File: src/rtl/lan_glue_pkg.sv
// Package for the LAN host DMA glue: widths, timing and the retry mode set.
// Assumes a single 100 MHz host-side clock.
package lan_glue_pkg;
    // Clock period in picoseconds
    localparam int CLK_PERIOD_PS = 10000;
    // Longest burst in nanoseconds, and its cycle count (rounded down)
    localparam int BURST_MAX_NS = 15000;
    localparam int BURST_MAX_CYC = (BURST_MAX_NS * 1000) / CLK_PERIOD_PS;
    // Latch widths for the two bus variants
    localparam int LATCH_W_STD = 16;
    localparam int LATCH_W_ALT = 24;
    // Arbitration level width on the alternative bus
    localparam int ARB_W = 4;
    // Retry methods
    typedef enum logic [1:0] {
        RETRY_AUTOINIT = 2'h0,
        RETRY_PREAMBLE = 2'h1,
        RETRY_IRQ = 2'h2
    } retry_t;
endpackage

File: src/rtl/lan_host_dma_glue.sv
// Host-side glue between the LAN controller's tightly coupled DMA signals and the host bus.
// Assumes all inputs synchronous to clk; host DMA controller and CPU sit on the far side.
// Overview of operation
// Preamble collision: controller retries alone, no reinit
// Late collision without autoinit: interrupt, CPU retries
// No end-of-process input: never use autoinit
// Burst DMA limited to fifteen microseconds
// Decode interface, latch last received frame pointer
// Latch is 24 or 16 bits wide
// Alternative bus: drive 4-bit arbitration level
// Latch byte address on end-of-process at receive
// Collision with autoinit: request plus end-of-process
// Latch holds until next end-of-frame load
//
// Variants: ALT_BUS selects the wide latch and the arbitration drive.
// The standard build keeps the top byte of the pointer at zero.
// Without the hostHasEop strap autoinit is never used, because that host
// has no end-of-process input. Retry then falls back to the controller's
// own preamble retry, or to the interrupt that asks the CPU to retransmit.
// Limitation: the burst timer counts clock cycles, not time. BURST_CYC
// must be rescaled if the host clock differs from 100 MHz.
// Trade-off: the request drops for two cycles (rest, then idle) after a full burst.
// This costs a little bandwidth, but refresh always gets the bus in time.
`timescale 1ns/1ps
`default_nettype none
module lan_host_dma_glue #(
    parameter bit ALT_BUS = 1'b0,
    parameter int BURST_CYC = lan_glue_pkg::BURST_MAX_CYC,
    parameter logic [3:0] ARB_LEVEL = 4'h5
) (
    // Clock and reset
    input wire logic clk,
    input wire logic resetn,
    // Strap: host DMA controller has an end-of-process input
    input wire logic hostHasEop,
    // Strap: controller is configured for automatic retry
    input wire logic autoRetryCfg,
    // Controller tightly coupled interface
    input wire logic lanDmaReq,
    input wire logic lanEop,
    input wire logic lanRxDir,
    input wire logic lanCollision,
    input wire logic lanInPreamble,
    // Host DMA side
    input wire logic hostDmaAck,
    input wire logic [23:0] hostDmaAddr,
    input wire logic arbGrant,
    output logic hostDmaReq,
    output logic hostEop,
    output logic [3:0] arbLevel,
    output logic arbDrive,
    output logic retryIrq,
    output logic lanRetryMode,
    output logic [23:0] rxFramePtr
);
    localparam int LW = ALT_BUS ? lan_glue_pkg::LATCH_W_ALT : lan_glue_pkg::LATCH_W_STD;

    typedef enum logic [2:0] {
        S_IDLE = 3'b001,
        S_BURST = 3'b010,
        S_REST = 3'b100
    } burst_t;

    typedef struct packed {
        burst_t st;
        logic [15:0] cnt;
        logic req;
        logic eop;
        logic irq;
        logic autoMode;
        logic retryMode;
        logic [3:0] arb;
        logic arbOn;
        logic [23:0] ptr;
    } state_t;

    state_t s_r, s_nxt;

    // Pointer masked to the variant's latch width
    function automatic logic [23:0] fitPtr(input logic [23:0] a);
        fitPtr = a & ((24'h1 << LW) - 24'h1);
    endfunction

    // Next state of all glue logic
    always_comb begin
        s_nxt = s_r;
        s_nxt.eop = 1'b0;
        s_nxt.irq = 1'b0;
        // Autoinit only legal when the host can see end-of-process
        s_nxt.autoMode = hostHasEop;
        // Retry mode pin is registered on its own so the output comes straight from a flop
        s_nxt.retryMode = !hostHasEop;
        // Burst timer; request released for two cycles (rest and idle) to free the bus for refresh
        case (s_r.st)
            S_IDLE: begin
                s_nxt.cnt = '0;
                if (lanDmaReq) begin
                    s_nxt.st = S_BURST;
                end
            end
            S_BURST: begin
                s_nxt.cnt = s_r.cnt + 16'h1;
                if (!lanDmaReq) begin
                    s_nxt.st = S_IDLE;
                end else if (s_r.cnt >= 16'(BURST_CYC - 2)) begin
                    s_nxt.st = S_REST;
                end
            end
            S_REST: begin
                s_nxt.st = S_IDLE;
            end
            default: s_nxt.st = S_IDLE;
        endcase
        s_nxt.req = lanDmaReq && (s_nxt.st == S_BURST);
        // Arbitration level drive on the alternative bus
        s_nxt.arb = ALT_BUS ? ARB_LEVEL : 4'h0;
        s_nxt.arbOn = ALT_BUS && s_nxt.req && !arbGrant;
        // Receive end: latch the address of the byte count high byte
        if (lanEop && lanRxDir && hostDmaAck) begin
            s_nxt.ptr = fitPtr(hostDmaAddr);
            s_nxt.eop = 1'b1;
        end
        // Collision handling; pointer is untouched here so it stays stable
        if (lanCollision && !lanRxDir) begin
            if (s_r.autoMode) begin
                s_nxt.req = 1'b1;
                s_nxt.eop = 1'b1;
            end else if (!(lanInPreamble && autoRetryCfg)) begin
                s_nxt.irq = 1'b1;
            end
            // Preamble collision with autoRetryCfg and no autoinit needs no host action at all
        end
    end

    // State register
    always_ff @(posedge clk or negedge resetn) begin
        if (!resetn) begin
            // Reset leaves the controller in its safe retry mode until straps are seen
            s_r <= '{st: S_IDLE,
                     cnt: '0,
                     req: 1'b0,
                     eop: 1'b0,
                     irq: 1'b0,
                     autoMode: 1'b0,
                     retryMode: 1'b1,
                     arb: 4'h0,
                     arbOn: 1'b0,
                     ptr: '0};
        end else begin
            s_r <= s_nxt;
        end
    end

    assign hostDmaReq = s_r.req;
    assign hostEop = s_r.eop;
    assign retryIrq = s_r.irq;
    assign lanRetryMode = s_r.retryMode;
    assign arbLevel = s_r.arb;
    assign arbDrive = s_r.arbOn;
    assign rxFramePtr = s_r.ptr;
endmodule
`default_nettype wire

File: config.mk
export PLATFORM = sky130hd
export DESIGN_NAME = lan_host_dma_glue
export DESIGN_NICKNAME = d
export VERILOG_FILES = /design/src/rtl/lan_glue_pkg.sv /design/src/rtl/lan_host_dma_glue.sv
export SDC_FILE = /design/constraint.sdc
export NUM_CORES = 1
export LEC_CHECK = 0
export CAP_MARGIN = 10
export CORE_AREA = 5 5 67 69
export DETAILED_ROUTE_END_ITERATION = 8
export DIE_AREA = 0 0 72 74
export DONT_BUFFER_PORTS = 1
export PLACE_DENSITY = 0.77
export SYNTH_ARGS = -nofsm -noshare
export SYNTH_HDL_FRONTEND = slang
export SYNTH_SLANG_ARGS = --single-unit
File: constraint.sdc
create_clock -name clk -period 4.38 [get_ports clk]
set_clock_uncertainty 0.15 [all_clocks]
set_input_delay 0.438 -clock clk [delete_from_list [all_inputs] [get_ports clk]]
set_output_delay 0.438 -clock clk [all_outputs]
set_load 0.1 [all_outputs]
==> results of run 1 <==
[worst max-delay path, cell delays in order, from the launching register on]
cell	delay [ps]
dfstp_2	570
or3b_1	570
and2_1	300
o21ai_1	160
o31ai_1	90
[layer usage]
| layer | track usage (%) | wire length [um] |
|---|---|---|
| met5 | 0 | 0 |
| met4 | 6.889 | 56 |
| met3 | 6.622 | 381 |
| met2 | 25.10 | 1787 |
| met1 | 15.08 | 1316 |
[logic make-up after synthesis]
family	count (synthesis)
adder cells (fa/ha/maj)	2
AND/OR/NAND/NOR	49
other	1
multiplexers	21
XOR/XNOR	1
buffers and inverters	39
flip-flops	40
AO/OA/AOI/OAI	27
[Yosys cell counts (2+ instances only)]
cell | instances | share of area, %
nor3_2 | 2 | 1.0
a31oi_1 | 2 | 0.62
nor3_1 | 3 | 0.75
mux2i_1 | 5 | 2.5
buf_6 | 2 | 1.1
nand4_1 | 4 | 1.2
ha_1 | 2 | 1.2
a41oi_1 | 2 | 0.87
nand2_1 | 16 | 3.0
dfstp_2 | 2 | 2.6
inv_1 | 5 | 0.93
nand3_1 | 8 | 2.0
dfrtp_1 | 38 | 47
and3_1 | 2 | 0.62
nor2_1 | 4 | 0.75
mux2_2 | 16 | 9.0
or3b_1 | 2 | 0.87
o21ai_1 | 9 | 2.2
buf_4 | 30 | 11
o211ai_1 | 2 | 0.75
o31ai_1 | 3 | 1.1
and2_1 | 2 | 0.62
nand3b_1 | 2 | 0.75
[state kept, by name, summed over array words and instances, names as in the netlist]
signal and flops:
lanRetryMode 1, retryIrq 1, s_r 20, hostDmaReq 1, rxFramePtr 16, hostEop 1
[where the power goes]
| part | total (mW) | switching [mW] | internal [mW] |
|---|---|---|---|
| combinational | 0.200 | 0.140 | 0.0598 |
| sequential | 0.709 | 0.292 | 0.417 |
| clock | 0.290 | 0.122 | 0.168 |
[layout make-up]
| cell class | count | share of cell area, % |
|---|---|---|
| inverter | 5 | 0.9323 |
| sequential | 40 | 49.84 |
| clock buffer | 5 | 3.418 |
| clock inverter | 3 | 2.113 |
| tap | 50 | 3.108 |
| timing repair buffer | 3 | 1.989 |
| multi-input combinational | 113 | 38.60 |
[layout by cell type (no fill, tap or decap), types with 2 or more instances in the layout]
| master | netlist | final |
|---|---|---|
| and3_1 | 2 | 2 |
| nand4_1 | 4 | 4 |
| nand2_1 | 16 | 16 |
| inv_1 | 5 | 5 |
| o31ai_1 | 3 | 3 |
| nand3_1 | 8 | 8 |
| dfrtp_1 | 38 | 38 |
| and2_1 | 2 | 2 |
| a31oi_1 | 2 | 2 |
| dlygate4sd3_1 | 0 | 2 |
| nand3b_1 | 2 | 2 |
| a41oi_1 | 2 | 2 |
| nor3_1 | 3 | 3 |
| conb_1 | 1 | 13 |
| ha_1 | 2 | 2 |
| nor2_1 | 4 | 4 |
| dfstp_2 | 2 | 2 |
| mux2_2 | 16 | 16 |
| o211ai_1 | 2 | 2 |
| o21ai_1 | 9 | 9 |
| or3b_1 | 2 | 2 |
| clkbuf_8 | 0 | 5 |
| mux2i_1 | 5 | 5 |
| nor3_2 | 2 | 2 |
[what timing repair did]
item / CTS / global route
hold buffers: 2 / 1
endpoints found under the hold margin: 40 / 2
setup endpoints to repair: 0 / 0
[final timing paths]
| kind | startpoint | slack (ps) | end |
|---|---|---|---|
| max in group asynchronous | resetn | 3370 | s_r[50]$_DFF_PN1_ |
| hold / removal | lanRxDir | 90 | retryIrq$_DFF_PN0_ |
| setup / recovery | s_r[50]$_DFF_PN1_ | 2410 | s_r[41]$_DFFE_PN0P_ |
| min in group asynchronous | resetn | 470 | hostDmaReq$_DFF_PN0_ |
| setup reg to reg | s_r[50]$_DFF_PN1_ | 2410 | s_r[41]$_DFFE_PN0P_ |
| hold reg to reg | s_r[30]$_DFF_PN0_ | 320 | retryIrq$_DFF_PN0_ |
[through the flow]
step	hold slack, ps	worst slack [ps]	power (mW)	util [%]	std cells
floorplan	-7.591	2741	0.9354	-	192
global placement	-6.600	2489	0.8935	48.28	208
detailed placement	-6.546	2408	0.9076	48.28	208
CTS	2.305	2388	1.210	51.95	218
global route	57.88	2327	1.256	52.21	219
finish	91.35	2414	1.199	52.21	219
==> run metrics, run 1 <==
# Post-CTS Setup Buffers 0; Final nets 205; DR vias roughly 1200; worst path required time 4380 ps; Synth warnings 0; Max-slew headroom 39.39%; ys flop type dfrtp_1; measured slew at the worst slew-check pin 909.2 ps; crit path DAT approximately 2000 ps; Peak VDD IR 0.1934 mV; final hold vios 0; number of synthesized flops with an enable pin 0; maxcap violations 0; fillers 344; # rows 23; n_diodes 0; CTS sink cnt 40; register area share after synthesis 49.91%; Detailed Routing Iterations Pass 1 4; gp weighted congestion 0.8132; CTS tree yes; Post-synth ARST share 100.0%; Hold/Removal Path Class input port to flip-flop; worst setup path class flip-flop to flip-flop; Final setup violation count 0; DIE HEIGHT roughly 74 um; Die Wd between 70 and 80 um; Distinct cells, synth 40; crit-path max FO 13; Pwr Density 595.7 mW/mm^2; outcome complete, no violations; drt first-iter violations 48; vias in the first global route 1371; core area 0.003856 mm^2; Area Growth Syn to Fin 0.1244%; DR vias/cell approximately 5.7; post-DP HPWL 2652 um; Port Buffers 0; Initial Util 52.14%; Seq. cell area 0.001003 mm^2; Post-Synthesis Cells 180; Synth Area in Simple Gates 13.63%; multi-input logic area 777.0 um^2; placed instance area 0.001862 mm^2; Mean Syn Cell Area around 11 um^2; fin area 0.002013 mm^2; sum of negative setup slack 0 ps; Remaining Overflow, GRT 0; main combinational cell family by area after synthesis buffers and inverters; share of cells above drive strength 1 roughly 20%; Overall Global Routing Usage 14.50%; Skew-Pair Late Insertion Delay 290 ps; Post-Synth Adder-Cell Area roughly 1.2%; RSZ-0062 raised after global routing false; worst hold path cell count 1; crit start category flip-flop; Final Critical Period 1966 ps; initial antenna violation count 0; Yosys reg bits 40; cts bufs inserted 5; Post-Synth XOR/XNOR Area 0.4356%; P_leak 0.8824 nW; fin crit share 44.89%; CP Capture Type flip-flop; Clk pin slew, worst setup/hold paths 80 ps; first-pass GRT wire length slightly below 6000 um; final slew viol count 0; mux share of post-synthesis cell area 11.45%; PostCTS Resize Cnt 0; Final ANT Viol Nets 0; Post-Syn Area roughly 0.0020 mm^2; Max clock buf depth 2; Root Buffer clkbuf_8; Die ar. roughly 0.0053 mm^2; Reg2Reg Depth 4; Compound-Gate Fraction of Synth Area a little under a tenth; H-tree depth 2; drt drc 0; I/O pin count 68; largest net degree at the start of global routing between 40 and 50; WL final about 3500 um; FMAX 508.6 MHz; routed len/inst between 15 and 20 um
(Power assumes the default switching activity.)
==> run 2, diff against run 1 <==
==> constraint.sdc (replaced) <==
create_clock -name clk -period 1.85 [get_ports clk]
set_clock_uncertainty 0.15 [all_clocks]
set_input_delay 0.185 -clock clk [delete_from_list [all_inputs] [get_ports clk]]
set_output_delay 0.185 -clock clk [all_outputs]
set_load 0.1 [all_outputs]
==> run 2 against run 1 <==
Sequential share of layout area fell by 8.2 points. Largest power group is now combinational cells. First-iteration DRC count rose by 44%. Maximum frequency rose by 14%. Global-route usage rose by 2.0 points. Highest routed layer unchanged. Critical endpoint is now hostDmaReq$_DFF_PN0_.
==> run metrics, run 2 (synthesized netlist as in run 1, its figures left out) <==
most frequent cells in the layout 38 x dfrtp_1, 26 x buf_4, 22 x dlygate4sd3_1, 16 x nand2_1, 16 x mux2_2 (was 38 x dfrtp_1, 16 x nand2_1, 16 x mux2_2, 13 x conb_1, 9 x o21ai_1); gp weighted congestion 0.8833 (was 0.8132); Crit Reg-Reg Startpoint s_r[34]$_DFFE_PN0P_ (was s_r[50]$_DFF_PN1_); Setup WS post-layout 129.3 ps (was 2414 ps); Final Critical Period 1721 ps (was 1966 ps); fin crit share 93.01% (was 44.89%); worst path required time 1910 ps (was 4380 ps); crit-path max FO 4 (was 13); Area Growth Syn to Fin 19.73% (was 0.1244%); DIE HEIGHT 74 um (unchanged); Worst Setup SP s_r[34]$_DFFE_PN0P_ (was s_r[50]$_DFF_PN1_); crit start category flip-flop (unchanged); CP Capture Type flip-flop (unchanged); most common cell after layout, fill and taps aside dfrtp_1 (unchanged); CP max stage cell dfrtp_1 (was dfstp_2); Worst Hold Launch lanRxDir (unchanged); maxcap violations 0 (unchanged); Max clock buf depth 2 (unchanged); Skew-Pair Late Insertion Delay 280 ps (was 290 ps); first-pass GRT wire length 6672 um (was 5851 um); DR vias/cell 5.426 (was 5.662); Initial Util 52.14% (unchanged); dpl ws 44.76 ps (was 2408 ps); drt drc 0 (unchanged); Die ar. 0.005328 mm^2 (unchanged); Port Buffers 0 (unchanged); sum of negative setup slack 0 ps (unchanged); largest reg by FF count s_r (unchanged); worst setup path class flip-flop to flip-flop (unchanged); met1 usage 18.55% (was 15.08%); Clk pin slew, worst setup/hold paths 70 ps (was 80 ps); final slew viol count 0 (unchanged); largest net degree at the start of global routing 41 (unchanged); Global Route met3 Usage 4.865% (was 6.622%); Final setup violation count 0 (unchanged); outcome complete, no violations (unchanged); met2 Use GR 30.20% (was 25.10%); RSZ-0062 raised after global routing false (unchanged); WL final 4238 um (was 3541 um); Pwr Density 1271 mW/mm^2 (was 595.7 mW/mm^2); cts bufs inserted 5 (unchanged); r2r setup slk 130 ps (was 2410 ps); Final ANT Viol Nets 0 (unchanged); GRT Max-Usage Layer met2 (unchanged); Die Wd 72 um (unchanged); Detailed Routing Iterations Pass 1 4 (unchanged); Hold/Removal Path Class input port to flip-flop (unchanged); fillers 296 (was 344); initial antenna violation count 0 (unchanged); Peak VDD IR 0.5026 mV (was 0.1934 mV); routed len/inst 15.99 um (was 16.17 um); post-DP HPWL 2724 um (was 2652 um); FMAX 581.2 MHz (was 508.6 MHz); non-filler instance count after layout 265 (was 219); drt first-iter violations 69 (was 48); crit path cell chain inv_1, ha_1, o311a_1, o2111ai_1, a21boi_1, o21ai_1 (was or3b_1, and2_1, o21ai_1, o31ai_1); CTS tree yes (unchanged); n_diodes 0 (unchanged); Worst path max stage delay 390 ps (was 570 ps); P_leak 1.096 nW (was 0.8824 nW); H-tree depth 2 (unchanged); vias in the first global route 1410 (was 1371); CTS sink cnt 40 (unchanged); I/O pin count 68 (unchanged); core area 0.003856 mm^2 (unchanged); DR vias 1438 (was 1240); Overall Global Routing Usage 16.46% (was 14.50%); Remaining Overflow, GRT 0 (unchanged); Largest register FFs 20 (unchanged); Final nets 251 (was 205); crit path DAT 1780 ps (was 1970 ps); # rows 23 (unchanged); Root Buffer clkbuf_8 (unchanged); final hold vios 0 (unchanged); Placed Cells incl. Taps 233 (was 208); share of cells above drive strength 1 27.44% (was 19.53%)
run 2: metrics by stage:
stage          total power [mW]  utilization [%]  area (um^2)  hold WS, ps
6_report                  3.060            62.43         2407        126.4
5_1_grt                   3.189            62.43         2407        165.2
4_1_cts                   3.063            62.17         2397        109.4
3_5_place_dp              2.318            53.15         2049       -259.4
3_3_place_gp              2.287            53.15         2049       -259.5
2_1_floorplan             2.215                -         2056       -260.6
run 2: what timing repair did:
| action | CTS | global route |
|---|---|---|
| endpoints found under the setup margin | 0 | 4 |
| setup buffers | 0 | 1 |
| hold buffers | 23 | 0 |
| hold endpoints to repair | 64 | 0 |
| gates resized for setup | 0 | 1 |
run 2: per-layer routing:
metal  wire (um)  up-vias
li1            -      662
met1        1655      699
met2        2190       71
met3         343        6
met4          49        0
met5           0        -
run 2: worst max-delay path: cells and delay by family (launching register included):
| kind | cells | cell delay [ps] |
|---|---|---|
| AO/OA/AOI/OAI | 4 | 810 |
| flip-flops | 1 | 390 |
| adder cells (fa/ha/maj) | 1 | 220 |
| buffers and inverters | 1 | 90 |
run 2: worst paths after layout:
kind	to	cells past startpoint
hold / removal	hostEop$_DFF_PN0_	3
setup reg to reg	hostDmaReq$_DFF_PN0_	6
min in group asynchronous	rxFramePtr[15]$_DFFE_PN0P_	2
hold reg to reg	s_r[49]$_DFFE_PN0P_	1
max in group asynchronous	s_r[50]$_DFF_PN1_	2
setup / recovery	hostDmaReq$_DFF_PN0_	6
run 2: report_power, final:
group | internal (mW) | total [mW] | switching [mW]
sequential | 1.00 | 1.09 | 0.0920
clock | 0.400 | 0.679 | 0.279
combinational | 0.309 | 1.29 | 0.979
total | 1.71 | 3.06 | 1.35
run 2: final cells by class:
| type | count | area [um^2] | area share [%] |
|---|---|---|---|
| clock buffer | 6 | 72.57 | 3.015 |
| clock inverter | 2 | 35.03 | 1.455 |
| inverter | 5 | 18.77 | 0.7796 |
| multi-input combinational | 113 | 779.5 | 32.38 |
| sequential | 40 | 1003 | 41.68 |
| tap | 50 | 62.56 | 2.599 |
| timing repair buffer | 49 | 435.4 | 18.09 |
